### src/core/fpsc_pkg.sv
package fpsc_pkg;

    // bus geometry
    localparam int unsigned WB_DW      = 32;
    localparam int unsigned WB_SW      = 4;
    localparam int unsigned REG_W      = 16;

    // register byte offsets
    localparam logic [7:0] ADR_STATUS  = 8'h00;
    localparam logic [7:0] ADR_DISC    = 8'h04;
    localparam logic [7:0] ADR_FCAR    = 8'h08;
    localparam logic [7:0] ADR_RXERR   = 8'h0C;
    localparam logic [7:0] ADR_ADV     = 8'h10;

    // status word field positions
    localparam int unsigned ST_LATCH_N = 6;
    localparam int unsigned ST_CIM     = 6;
    localparam int unsigned ST_FAULT   = 7;
    localparam int unsigned ST_LINK    = 8;
    localparam int unsigned ST_LOCKED  = 9;
    localparam int unsigned ST_FIBRE   = 10;

    // counter default widths and the widest allowed counter
    localparam int unsigned DISC_W_DEF = 8;
    localparam int unsigned FCAR_W_DEF = 8;
    localparam int unsigned RXE_W_DEF  = 16;
    localparam int unsigned CNT_W_MAX  = 16;

    // advertise register layout
    localparam int unsigned ADV_SEL_W   = 5;
    localparam logic [4:0]  ADV_SEL_VAL = 5'h01;
    localparam int unsigned ADV_ABIL_LO = 5;
    localparam int unsigned ADV_ABIL_W  = 4;
    localparam int unsigned ADV_T4      = 9;
    localparam int unsigned ADV_PAUSE   = 10;
    localparam int unsigned ADV_RFAULT  = 13;
    localparam logic [3:0]  ADV_ABIL_DEF = 4'hF;
    localparam logic [15:0] REG_ZERO    = 16'h0000;

    // one-cycle event strobes; bit order matches status bits 5..0
    typedef struct packed {
        logic false_carrier;
        logic bad_stream_end_delimiter;
        logic invalid_code;
        logic tx_err_code;
        logic lock_lost;
        logic mlt3_code_err;
    } fpsc_evt_s;

    // live levels from the receive path
    typedef struct packed {
        logic cim_isolated;
        logic far_end_fault;
        logic link_good;
        logic descrambler_locked;
        logic speed_100;
        logic signal_detect_pair_p;
        logic signal_detect_pair_n;
    } fpsc_live_s;

    // receive frame framing
    typedef struct packed {
        logic frame_active;
        logic rx_err;
        logic collision;
    } fpsc_rxpkt_s;

    typedef enum logic [3:0] {
        PKT_IDLE  = 4'b0001,
        PKT_CLEAN = 4'b0010,
        PKT_ERR   = 4'b0100,
        PKT_COLL  = 4'b1000
    } fpsc_pkt_e;

endpackage

### src/core/fpsc_regs.sv
// Design decisions made here: the register addresses and the Wishbone interface to the registers.
`timescale 1ns/100ps

// How it works
// - status bit 0 latches on an MLT3 coding violation, clears on status read
// - status bit 1 latches when descrambler loses lock, clears on status read
// - status bit 2 latches on a received transmit-error code symbol, read clears
// - status bit 3 latches on a packet with invalid code symbol, read clears
// - status bit 4 latches on a malformed stream end delimiter, read clears
// - status bit 5 latches on a false carrier event, read clears
// - status bit 6 live: monitor has isolated the port, only in 100 Mb/s
// - status bit 7 live: partner currently signals a far-end fault
// - status bit 8 live: 100 Mb/s link is good
// - status bit 9 live: descrambler is locked
// - status bit 10 is 1 with valid signal detect, 0 when both pins low
// - disconnect counter counts entries into link-unstable state, 8-bit field
// - disconnect counter clears on read and saturates at FFh
// - false-carrier counter counts each false carrier event, 8-bit field
// - false-carrier counter clears on read and saturates at FFh
// - receive-error counter counts errored non-collision packets once each
// - receive-error counter clears on read and saturates at FFFFh
// - writable advertise register sets capabilities offered to the partner
// - advertise bits 4:0 read-only selector 00001
// - advertise bits 5..8 read back last write, else ability default
module fpsc_regs #(
    parameter int unsigned ADDR_W = 8,
    parameter int unsigned DISC_W = fpsc_pkg::DISC_W_DEF,
    parameter int unsigned FCAR_W = fpsc_pkg::FCAR_W_DEF,
    parameter int unsigned RXE_W  = fpsc_pkg::RXE_W_DEF,
    parameter logic [3:0]  ABIL_DEFAULT = fpsc_pkg::ADV_ABIL_DEF,
    parameter logic        T4_DEFAULT   = 1'b0
) (
    // clock and reset
    input  wire logic                       sys_clk_in,
    input  wire logic                       nrst_in,
    // wishbone slave
    input  wire logic                       wb_cyc_in,
    input  wire logic                       wb_stb_in,
    input  wire logic                       wb_we_in,
    input  wire logic [ADDR_W-1:0]          wb_adr_in,
    input  wire logic [fpsc_pkg::WB_SW-1:0] wb_sel_in,
    input  wire logic [fpsc_pkg::WB_DW-1:0] wb_dat_in,
    output logic      [fpsc_pkg::WB_DW-1:0] wb_dat_out,
    output logic                            wb_ack_out,
    // receive path
    input  wire fpsc_pkg::fpsc_evt_s        evt_in,
    input  wire fpsc_pkg::fpsc_live_s       live_in,
    input  wire fpsc_pkg::fpsc_rxpkt_s      rxpkt_in,
    // auto-negotiation
    output logic      [fpsc_pkg::REG_W-1:0] ability_offer_out
);
    import fpsc_pkg::*;

    // bits 7:2 select the register, so the address needs at least eight bits
    if (ADDR_W < 8) begin : g_bad_addr
        $error("ADDR_W too narrow for the register map");
    end
    if ($bits(fpsc_evt_s) != ST_LATCH_N) begin : g_bad_evt
        $error("event strobes do not match the latched flag count");
    end
    if (ST_FIBRE >= REG_W) begin : g_bad_status
        $error("status word too narrow for its fields");
    end
    if ($bits(fpsc_live_s) != 7) begin : g_bad_live
        $error("live level carrier has an unexpected width");
    end
    if (DISC_W < 1 || DISC_W > CNT_W_MAX) begin : g_bad_disc
        $error("DISC_W out of range");
    end
    if (FCAR_W < 1 || FCAR_W > CNT_W_MAX) begin : g_bad_fcar
        $error("FCAR_W out of range");
    end
    if (RXE_W < 1 || RXE_W > CNT_W_MAX) begin : g_bad_rxe
        $error("RXE_W out of range");
    end

    localparam logic [DISC_W-1:0] DISC_MAX = '1;
    localparam logic [FCAR_W-1:0] FCAR_MAX = '1;
    localparam logic [RXE_W-1:0]  RXE_MAX  = '1;
    localparam logic [DISC_W-1:0] DISC_ONE = 1;
    localparam logic [FCAR_W-1:0] FCAR_ONE = 1;
    localparam logic [RXE_W-1:0]  RXE_ONE  = 1;

    // bus decode
    logic                   bus_req;
    logic                   rd_req;
    logic                   wr_req;
    logic [7:0]             reg_adr;
    logic                   hit_status;
    logic                   hit_disc;
    logic                   hit_fcar;
    logic                   hit_rxerr;
    logic                   hit_adv;
    logic                   upper_zero;

    // state
    logic [ST_LATCH_N-1:0]  sticky;
    logic [ST_LATCH_N-1:0]  evt_vec;
    logic                   cim_prev;
    logic                   disc_evt;
    logic [DISC_W-1:0]      disc_cnt;
    logic [FCAR_W-1:0]      fcar_cnt;
    logic [RXE_W-1:0]       rxe_cnt;
    logic                   rxe_evt;
    fpsc_pkt_e              pkt_state;
    fpsc_pkt_e              next_pkt_state;
    logic [ADV_ABIL_W-1:0]  adv_abil;
    logic                   adv_t4;
    logic                   adv_pause;
    logic                   adv_rfault;

    // read path
    logic [REG_W-1:0]       status_word;
    logic [REG_W-1:0]       adv_word;
    logic [WB_DW-1:0]       next_rd_data;

    // a request is served once; ack drops the cycle after it was given
    assign bus_req = wb_cyc_in & wb_stb_in & ~wb_ack_out;
    assign rd_req  = bus_req & ~wb_we_in;
    assign wr_req  = bus_req & wb_we_in;

    assign reg_adr = {wb_adr_in[7:2], 2'b00};

    if (ADDR_W > 8) begin : g_upper
        assign upper_zero = ~|wb_adr_in[ADDR_W-1:8];
    end else begin : g_no_upper
        assign upper_zero = 1'b1;
    end

    always_comb begin
        hit_status = 1'b0;
        hit_disc   = 1'b0;
        hit_fcar   = 1'b0;
        hit_rxerr  = 1'b0;
        hit_adv    = 1'b0;
        if (!upper_zero) begin
            hit_status = 1'b0;
        end else if (reg_adr == ADR_STATUS) begin
            hit_status = 1'b1;
        end else if (reg_adr == ADR_DISC) begin
            hit_disc = 1'b1;
        end else if (reg_adr == ADR_FCAR) begin
            hit_fcar = 1'b1;
        end else if (reg_adr == ADR_RXERR) begin
            hit_rxerr = 1'b1;
        end else if (reg_adr == ADR_ADV) begin
            hit_adv = 1'b1;
        end
    end

    // wishbone acknowledge, one cycle after the strobe
    always_ff @(posedge sys_clk_in or negedge nrst_in) begin
        if (!nrst_in) begin
            wb_ack_out <= 1'b0;
        end else begin
            wb_ack_out <= bus_req;
        end
    end

    // latched error flags; the set term wins over a clearing read
    assign evt_vec = evt_in;

    for (genvar i = 0; i < ST_LATCH_N; i++) begin : g_sticky
        always_ff @(posedge sys_clk_in or negedge nrst_in) begin
            if (!nrst_in) begin
                sticky[i] <= 1'b0;
            end else if (evt_vec[i]) begin
                sticky[i] <= 1'b1;
            end else if (rd_req && hit_status) begin
                sticky[i] <= 1'b0;
            end
        end
    end

    // status word: live bits sampled directly, the only state is the flags
    always_comb begin
        status_word = REG_ZERO;
        status_word[ST_LATCH_N-1:0] = sticky;
        status_word[ST_CIM] = live_in.cim_isolated & live_in.speed_100;
        status_word[ST_FAULT] = live_in.far_end_fault;
        status_word[ST_LINK] = live_in.link_good;
        status_word[ST_LOCKED] = live_in.descrambler_locked;
        // both pins low means copper mode; any other level counts as valid
        status_word[ST_FIBRE] = live_in.signal_detect_pair_p
                              | live_in.signal_detect_pair_n;
    end

    // disconnects: count the entry into the isolated state, not its length
    always_ff @(posedge sys_clk_in or negedge nrst_in) begin
        if (!nrst_in) begin
            cim_prev <= 1'b0;
        end else begin
            cim_prev <= live_in.cim_isolated;
        end
    end

    assign disc_evt = live_in.cim_isolated & ~cim_prev;

    always_ff @(posedge sys_clk_in or negedge nrst_in) begin
        if (!nrst_in) begin
            disc_cnt <= '0;
        end else if (rd_req && hit_disc) begin
            disc_cnt <= disc_evt ? DISC_ONE : '0;
        end else if (disc_evt && disc_cnt != DISC_MAX) begin
            disc_cnt <= disc_cnt + DISC_ONE;
        end
    end

    // false carrier events
    always_ff @(posedge sys_clk_in or negedge nrst_in) begin
        if (!nrst_in) begin
            fcar_cnt <= '0;
        end else if (rd_req && hit_fcar) begin
            fcar_cnt <= evt_in.false_carrier ? FCAR_ONE : '0;
        end else if (evt_in.false_carrier && fcar_cnt != FCAR_MAX) begin
            fcar_cnt <= fcar_cnt + FCAR_ONE;
        end
    end

    // packet tracker: one count per errored packet, collisions excluded
    always_comb begin
        next_pkt_state = pkt_state;
        rxe_evt = 1'b0;
        case (pkt_state)
            PKT_IDLE: begin
                if (rxpkt_in.frame_active) begin
                    if (rxpkt_in.collision) begin
                        next_pkt_state = PKT_COLL;
                    end else if (rxpkt_in.rx_err) begin
                        next_pkt_state = PKT_ERR;
                    end else begin
                        next_pkt_state = PKT_CLEAN;
                    end
                end
            end
            PKT_CLEAN: begin
                if (!rxpkt_in.frame_active) begin
                    next_pkt_state = PKT_IDLE;
                end else if (rxpkt_in.collision) begin
                    next_pkt_state = PKT_COLL;
                end else if (rxpkt_in.rx_err) begin
                    next_pkt_state = PKT_ERR;
                end
            end
            PKT_ERR: begin
                if (!rxpkt_in.frame_active) begin
                    next_pkt_state = PKT_IDLE;
                    rxe_evt = 1'b1;
                end else if (rxpkt_in.collision) begin
                    next_pkt_state = PKT_COLL;
                end
            end
            PKT_COLL: begin
                if (!rxpkt_in.frame_active) begin
                    next_pkt_state = PKT_IDLE;
                end
            end
            default: begin
                next_pkt_state = PKT_IDLE;
            end
        endcase
    end

    always_ff @(posedge sys_clk_in or negedge nrst_in) begin
        if (!nrst_in) begin
            pkt_state <= PKT_IDLE;
        end else begin
            pkt_state <= next_pkt_state;
        end
    end

    always_ff @(posedge sys_clk_in or negedge nrst_in) begin
        if (!nrst_in) begin
            rxe_cnt <= '0;
        end else if (rd_req && hit_rxerr) begin
            rxe_cnt <= rxe_evt ? RXE_ONE : '0;
        end else if (rxe_evt && rxe_cnt != RXE_MAX) begin
            rxe_cnt <= rxe_cnt + RXE_ONE;
        end
    end

    // advertise register; byte lane 0 carries bits 7:0, lane 1 bits 15:8
    always_ff @(posedge sys_clk_in or negedge nrst_in) begin
        if (!nrst_in) begin
            adv_abil <= ABIL_DEFAULT;
        end else if (wr_req && hit_adv) begin
            if (wb_sel_in[0]) begin
                adv_abil[2:0] <= wb_dat_in[ADV_ABIL_LO+2:ADV_ABIL_LO];
            end
            if (wb_sel_in[1]) begin
                adv_abil[3] <= wb_dat_in[ADV_ABIL_LO+3];
            end
        end
    end

    always_ff @(posedge sys_clk_in or negedge nrst_in) begin
        if (!nrst_in) begin
            adv_t4 <= T4_DEFAULT;
        end else if (wr_req && hit_adv && wb_sel_in[1]) begin
            adv_t4 <= wb_dat_in[ADV_T4];
        end
    end

    always_ff @(posedge sys_clk_in or negedge nrst_in) begin
        if (!nrst_in) begin
            adv_pause <= 1'b0;
        end else if (wr_req && hit_adv && wb_sel_in[1]) begin
            adv_pause <= wb_dat_in[ADV_PAUSE];
        end
    end

    // remote fault is only ever cleared by software or by chip reset
    always_ff @(posedge sys_clk_in or negedge nrst_in) begin
        if (!nrst_in) begin
            adv_rfault <= 1'b0;
        end else if (wr_req && hit_adv && wb_sel_in[1]) begin
            adv_rfault <= wb_dat_in[ADV_RFAULT];
        end
    end

    // next page is never offered, so bit 15 stays zero whatever is written
    always_comb begin
        adv_word = REG_ZERO;
        adv_word[ADV_SEL_W-1:0] = ADV_SEL_VAL;
        adv_word[ADV_ABIL_LO+ADV_ABIL_W-1:ADV_ABIL_LO] = adv_abil;
        adv_word[ADV_T4] = adv_t4;
        adv_word[ADV_PAUSE] = adv_pause;
        adv_word[ADV_RFAULT] = adv_rfault;
    end

    always_ff @(posedge sys_clk_in or negedge nrst_in) begin
        if (!nrst_in) begin
            ability_offer_out <= REG_ZERO;
        end else begin
            ability_offer_out <= adv_word;
        end
    end

    // read mux; an unmapped address answers with zero data
    always_comb begin
        next_rd_data = '0;
        if (hit_status) begin
            next_rd_data[REG_W-1:0] = status_word;
        end else if (hit_disc) begin
            next_rd_data[DISC_W-1:0] = disc_cnt;
        end else if (hit_fcar) begin
            next_rd_data[FCAR_W-1:0] = fcar_cnt;
        end else if (hit_rxerr) begin
            next_rd_data[RXE_W-1:0] = rxe_cnt;
        end else if (hit_adv) begin
            next_rd_data[REG_W-1:0] = adv_word;
        end
    end

    // data is captured at the same edge that clears, so the old value is read
    always_ff @(posedge sys_clk_in or negedge nrst_in) begin
        if (!nrst_in) begin
            wb_dat_out <= '0;
        end else if (rd_req) begin
            wb_dat_out <= next_rd_data;
        end
    end

endmodule

### config.mk
export PLATFORM = sky130hd
export DESIGN_NAME = fpsc_regs
export DESIGN_NICKNAME = d
export VERILOG_FILES = /design/src/core/fpsc_pkg.sv /design/src/core/fpsc_regs.sv
export SDC_FILE = /design/constraint.sdc
export NUM_CORES = 1
export LEC_CHECK = 0
export BUFFER_PORTS_ARGS = -buffer_cell sky130_fd_sc_hd__buf_2
export CAP_MARGIN = 40
export CORE_ASPECT_RATIO = 1.25
export CORE_UTILIZATION = 40
export DETAILED_ROUTE_END_ITERATION = 6
export PLACE_DENSITY = 0.74
export SETUP_SLACK_MARGIN = 0.15
export SYNTH_ARGS = -nofsm -noshare
export SYNTH_HDL_FRONTEND = slang
export SYNTH_SLANG_ARGS = --single-unit
### constraint.sdc
create_clock -name sys_clk_in -period 4.03 [get_ports sys_clk_in]
set_clock_uncertainty 0.1 [all_clocks]
set_input_delay 0.403 -clock sys_clk_in [delete_from_list [all_inputs] [get_ports sys_clk_in]]
set_output_delay 0.403 -clock sys_clk_in [all_outputs]
set_load 0.005 [all_outputs]
==> flow_summary.yaml <==
run_status:
  status: "complete, no violations"
yosys:
  ys.warnings.count: 0
  ys_seq_area_frac: 0.454
  async_flop_share: 1.00
  synthCells: 408
  yosys_most_used_dff: "dfrtp_1"
  synth_top_cell_by_area: "dfrtp_1"
  ys_ff_latch: 75
  synth_edf_count: 0
  syn-cell-area_um2: 4150
  synthDominantCellAreaShare: 0.422
  ys_top_cells_by_area: "dfrtp_1 42%, buf_4 4.9%, nand2_1 3.6%"
  avgSynthCellArea_um2: 10.2
  yosys.cell_types.count: 70
pwr:
  ir_worst_vdd_v: 0.000176
  p_leak_nw: 2.15
  total_power_mw: 2.05
  p_per_area_nw_per_um2: 427
detailed_routing:
  vias: 3262
  via_per_inst: 5.45
  wl_per_cell_um: 14.8
  route.detailed.drc: 0
  first_iter_violations: 215
  routed_wl_um: 8830
  first_pass_iters: 4
  drtAntennaViolNets: 0
clocking:
  clkSinkCount: 75
  clockBufferDepth: 2
  cts_resized: 0
  cts_max_level: 3
  postCtsSetupBuffers: 0
  clk_latency_ns: 0.34
  cts_root_buf: "clkbuf_16"
  cts_tree: "built"
  clk_pin_slew_ns: 0.06
  cts_buffers: 9
  postCtsHoldBufs: 1
final_layout:
  seq_area_um2: 1880
  multi_input_area_um2: 2050
  n_antenna_cell: 0
  area_growth_pct: 15.3
  fin_nets: 532
  nFillCells: 929
  drive_above_1_share: 0.235
  final_cell_mix: "70 x dfrtp_1, 59 x buf_2, 40 x nand2_1, 25 x conb_1, 23 x nor2_1"
  final_common_cell: "dfrtp_1"
timing:
  setup_slack_ns: 1.80
  finalHoldViolCount: 0
  min_period_ns: 2.23
  slew_viol_final: 0
  post-route-period-util: 0.554
  tightest_slew_ns: 0.593
  max_freq_ghz: 0.448
  rsz0062_at_grt: "no"
  setup_violations: 0
  finalSetupTns_ns: 0
  slew_headroom: 0.603
worst_setup_path:
  crit_fanout: 14
  end_kind: "register"
  crit_chain: "nand4bb_1 -> buf_4 -> nor4b_4 -> a2bb2oi_1 -> o21ai_0"
  arrival_ns: 2.38
  worst-setup-path-type: "register to register"
  crit_required_ns: 4.18
  cpPeakStageDelay_ns: 0.57
  crit_slowest_cell: "nand4bb_1"
  cp-start-kind: "register"
floorplan:
  die_w_um: 93.1
  core-area_um2: 10100
  initial_core_util: 0.411
  die_area_um2: 10800
  io_pins: 114
  die_y_um: 116
  rows: 41
placed_design:
  portBuffers: 60
  gp_congestion: 0.861
  detailed_place_hpwl_um: 6440
  dp_slack_ns: 1.63
hold_path:
  hold_class: "input port to register"
global_routing:
  grt_max_degree: 69
  antenna_found_initial: 0
  grt_pass1_wl_um: 14800
  gr-usage-all-layers: 0.177
  first_global_vias: 3075
  grt.overflow.total: 0
flow_run:
  maxCapViolations: 0
-- metal layers --
metal  vias to the layer above  global-route usage  wire, um
li1                       1566                   -         -
met1                      1579               0.220      3900
met2                       101               0.293      4290
met3                        16              0.0289       391
met4                         0               0.103       251
met5                         -                   0         0
-- cells in the mapped netlist (all sizes together), types with 3 or more instances --
cell / n
a211oi: 6
a21o: 7
a21oi: 17
a221oi: 4
a22o: 4
a31oi: 3
and2: 3
and3: 8
and4: 5
buf: 36
clkbuf: 7
dfrtp: 70
dfstp: 5
ha: 3
inv: 4
mux2: 7
mux2i: 13
mux4: 4
nand2: 40
nand2b: 16
nand3: 10
nand4: 15
nor2: 24
nor2b: 4
nor3: 7
nor3b: 5
nor4: 5
o211ai: 4
o21ai: 19
o31ai: 5
or3: 3
or4: 3
xor2: 5
-- critical path, delay by kind of cell, from the launching register on --
| kind | cells | cell delay [ns] |
|---|---|---|
| buffers and inverters | 1 | 0.41 |
| DFF | 1 | 0.41 |
| AOI/OAI and AO/OA | 2 | 0.23 |
| and+or+nand+nor | 2 | 0.99 |
-- stage by stage --
step,area [um2],hold WS [ns],std cells,util
6_report,4780,0.118,598,0.473
3_3_place_gp,4430,0.284,579,0.438
3_5_place_dp,4470,0.143,581,0.442
5_1_grt,4780,0.125,598,0.473
4_1_cts,4780,0.113,598,0.473
2_1_floorplan,4240,0.00741,431,-
-- registers in the layout (all words and copies together) (netlist names) --
signal,flops
adv_pause,1
adv_abil,4
disc_cnt,8
wb_ack_out,1
fcar_cnt,8
wb_dat_out,16
cim_prev,1
ability_offer_out,8
status_word,6
rxe_cnt,16
adv_t4,1
pkt_state,4
adv_rfault,1
-- report_power, final --
group | internal (mW) | leakage [nW] | total, mW | switching, mW
registers | 0.834 | 0.962 | 0.941 | 0.107
logic | 0.139 | 1.04 | 0.282 | 0.143
clock network | 0.512 | 0.145 | 0.822 | 0.310
total | 1.48 | 2.15 | 2.05 | 0.561
-- final timing paths --
kind | startpoint | end | slack, ns | cells past startpoint
setup / recovery | wb_ack_out | fcar_cnt[0] | 1.80 | 5
hold / removal | live_in[6] | cim_prev | 0.12 | 1
setup reg to reg | wb_ack_out | fcar_cnt[0] | 1.80 | 5
hold reg to reg | adv_t4 | ability_offer_out[9] | 0.30 | 0
max in group asynchronous | nrst_in | adv_abil[1] | 2.89 | 3
min in group asynchronous | nrst_in | rxe_cnt[10] | 0.33 | 2
-- cell families after synthesis --
| logic type | synth area share |
|---|---|
| AND/OR/NAND/NOR | 0.231 |
| buffers and inverters | 0.0739 |
| other | 0.00181 |
| multiplexers | 0.0721 |
| flip-flops | 0.454 |
| XOR/XNOR | 0.0148 |
| AO/OA/AOI/OAI | 0.144 |
| adder cells (fa/ha/maj) | 0.00905 |
-- cell type report --
class                      count  area share
timing repair buffer          65      0.0766
multi-input combinational    309       0.429
sequential                    75       0.394
clock buffer                  12      0.0536
clock inverter                 4      0.0105
inverter                       4     0.00314
tap                          129      0.0337
Note: power is estimated with default switching activity, not from simulation.
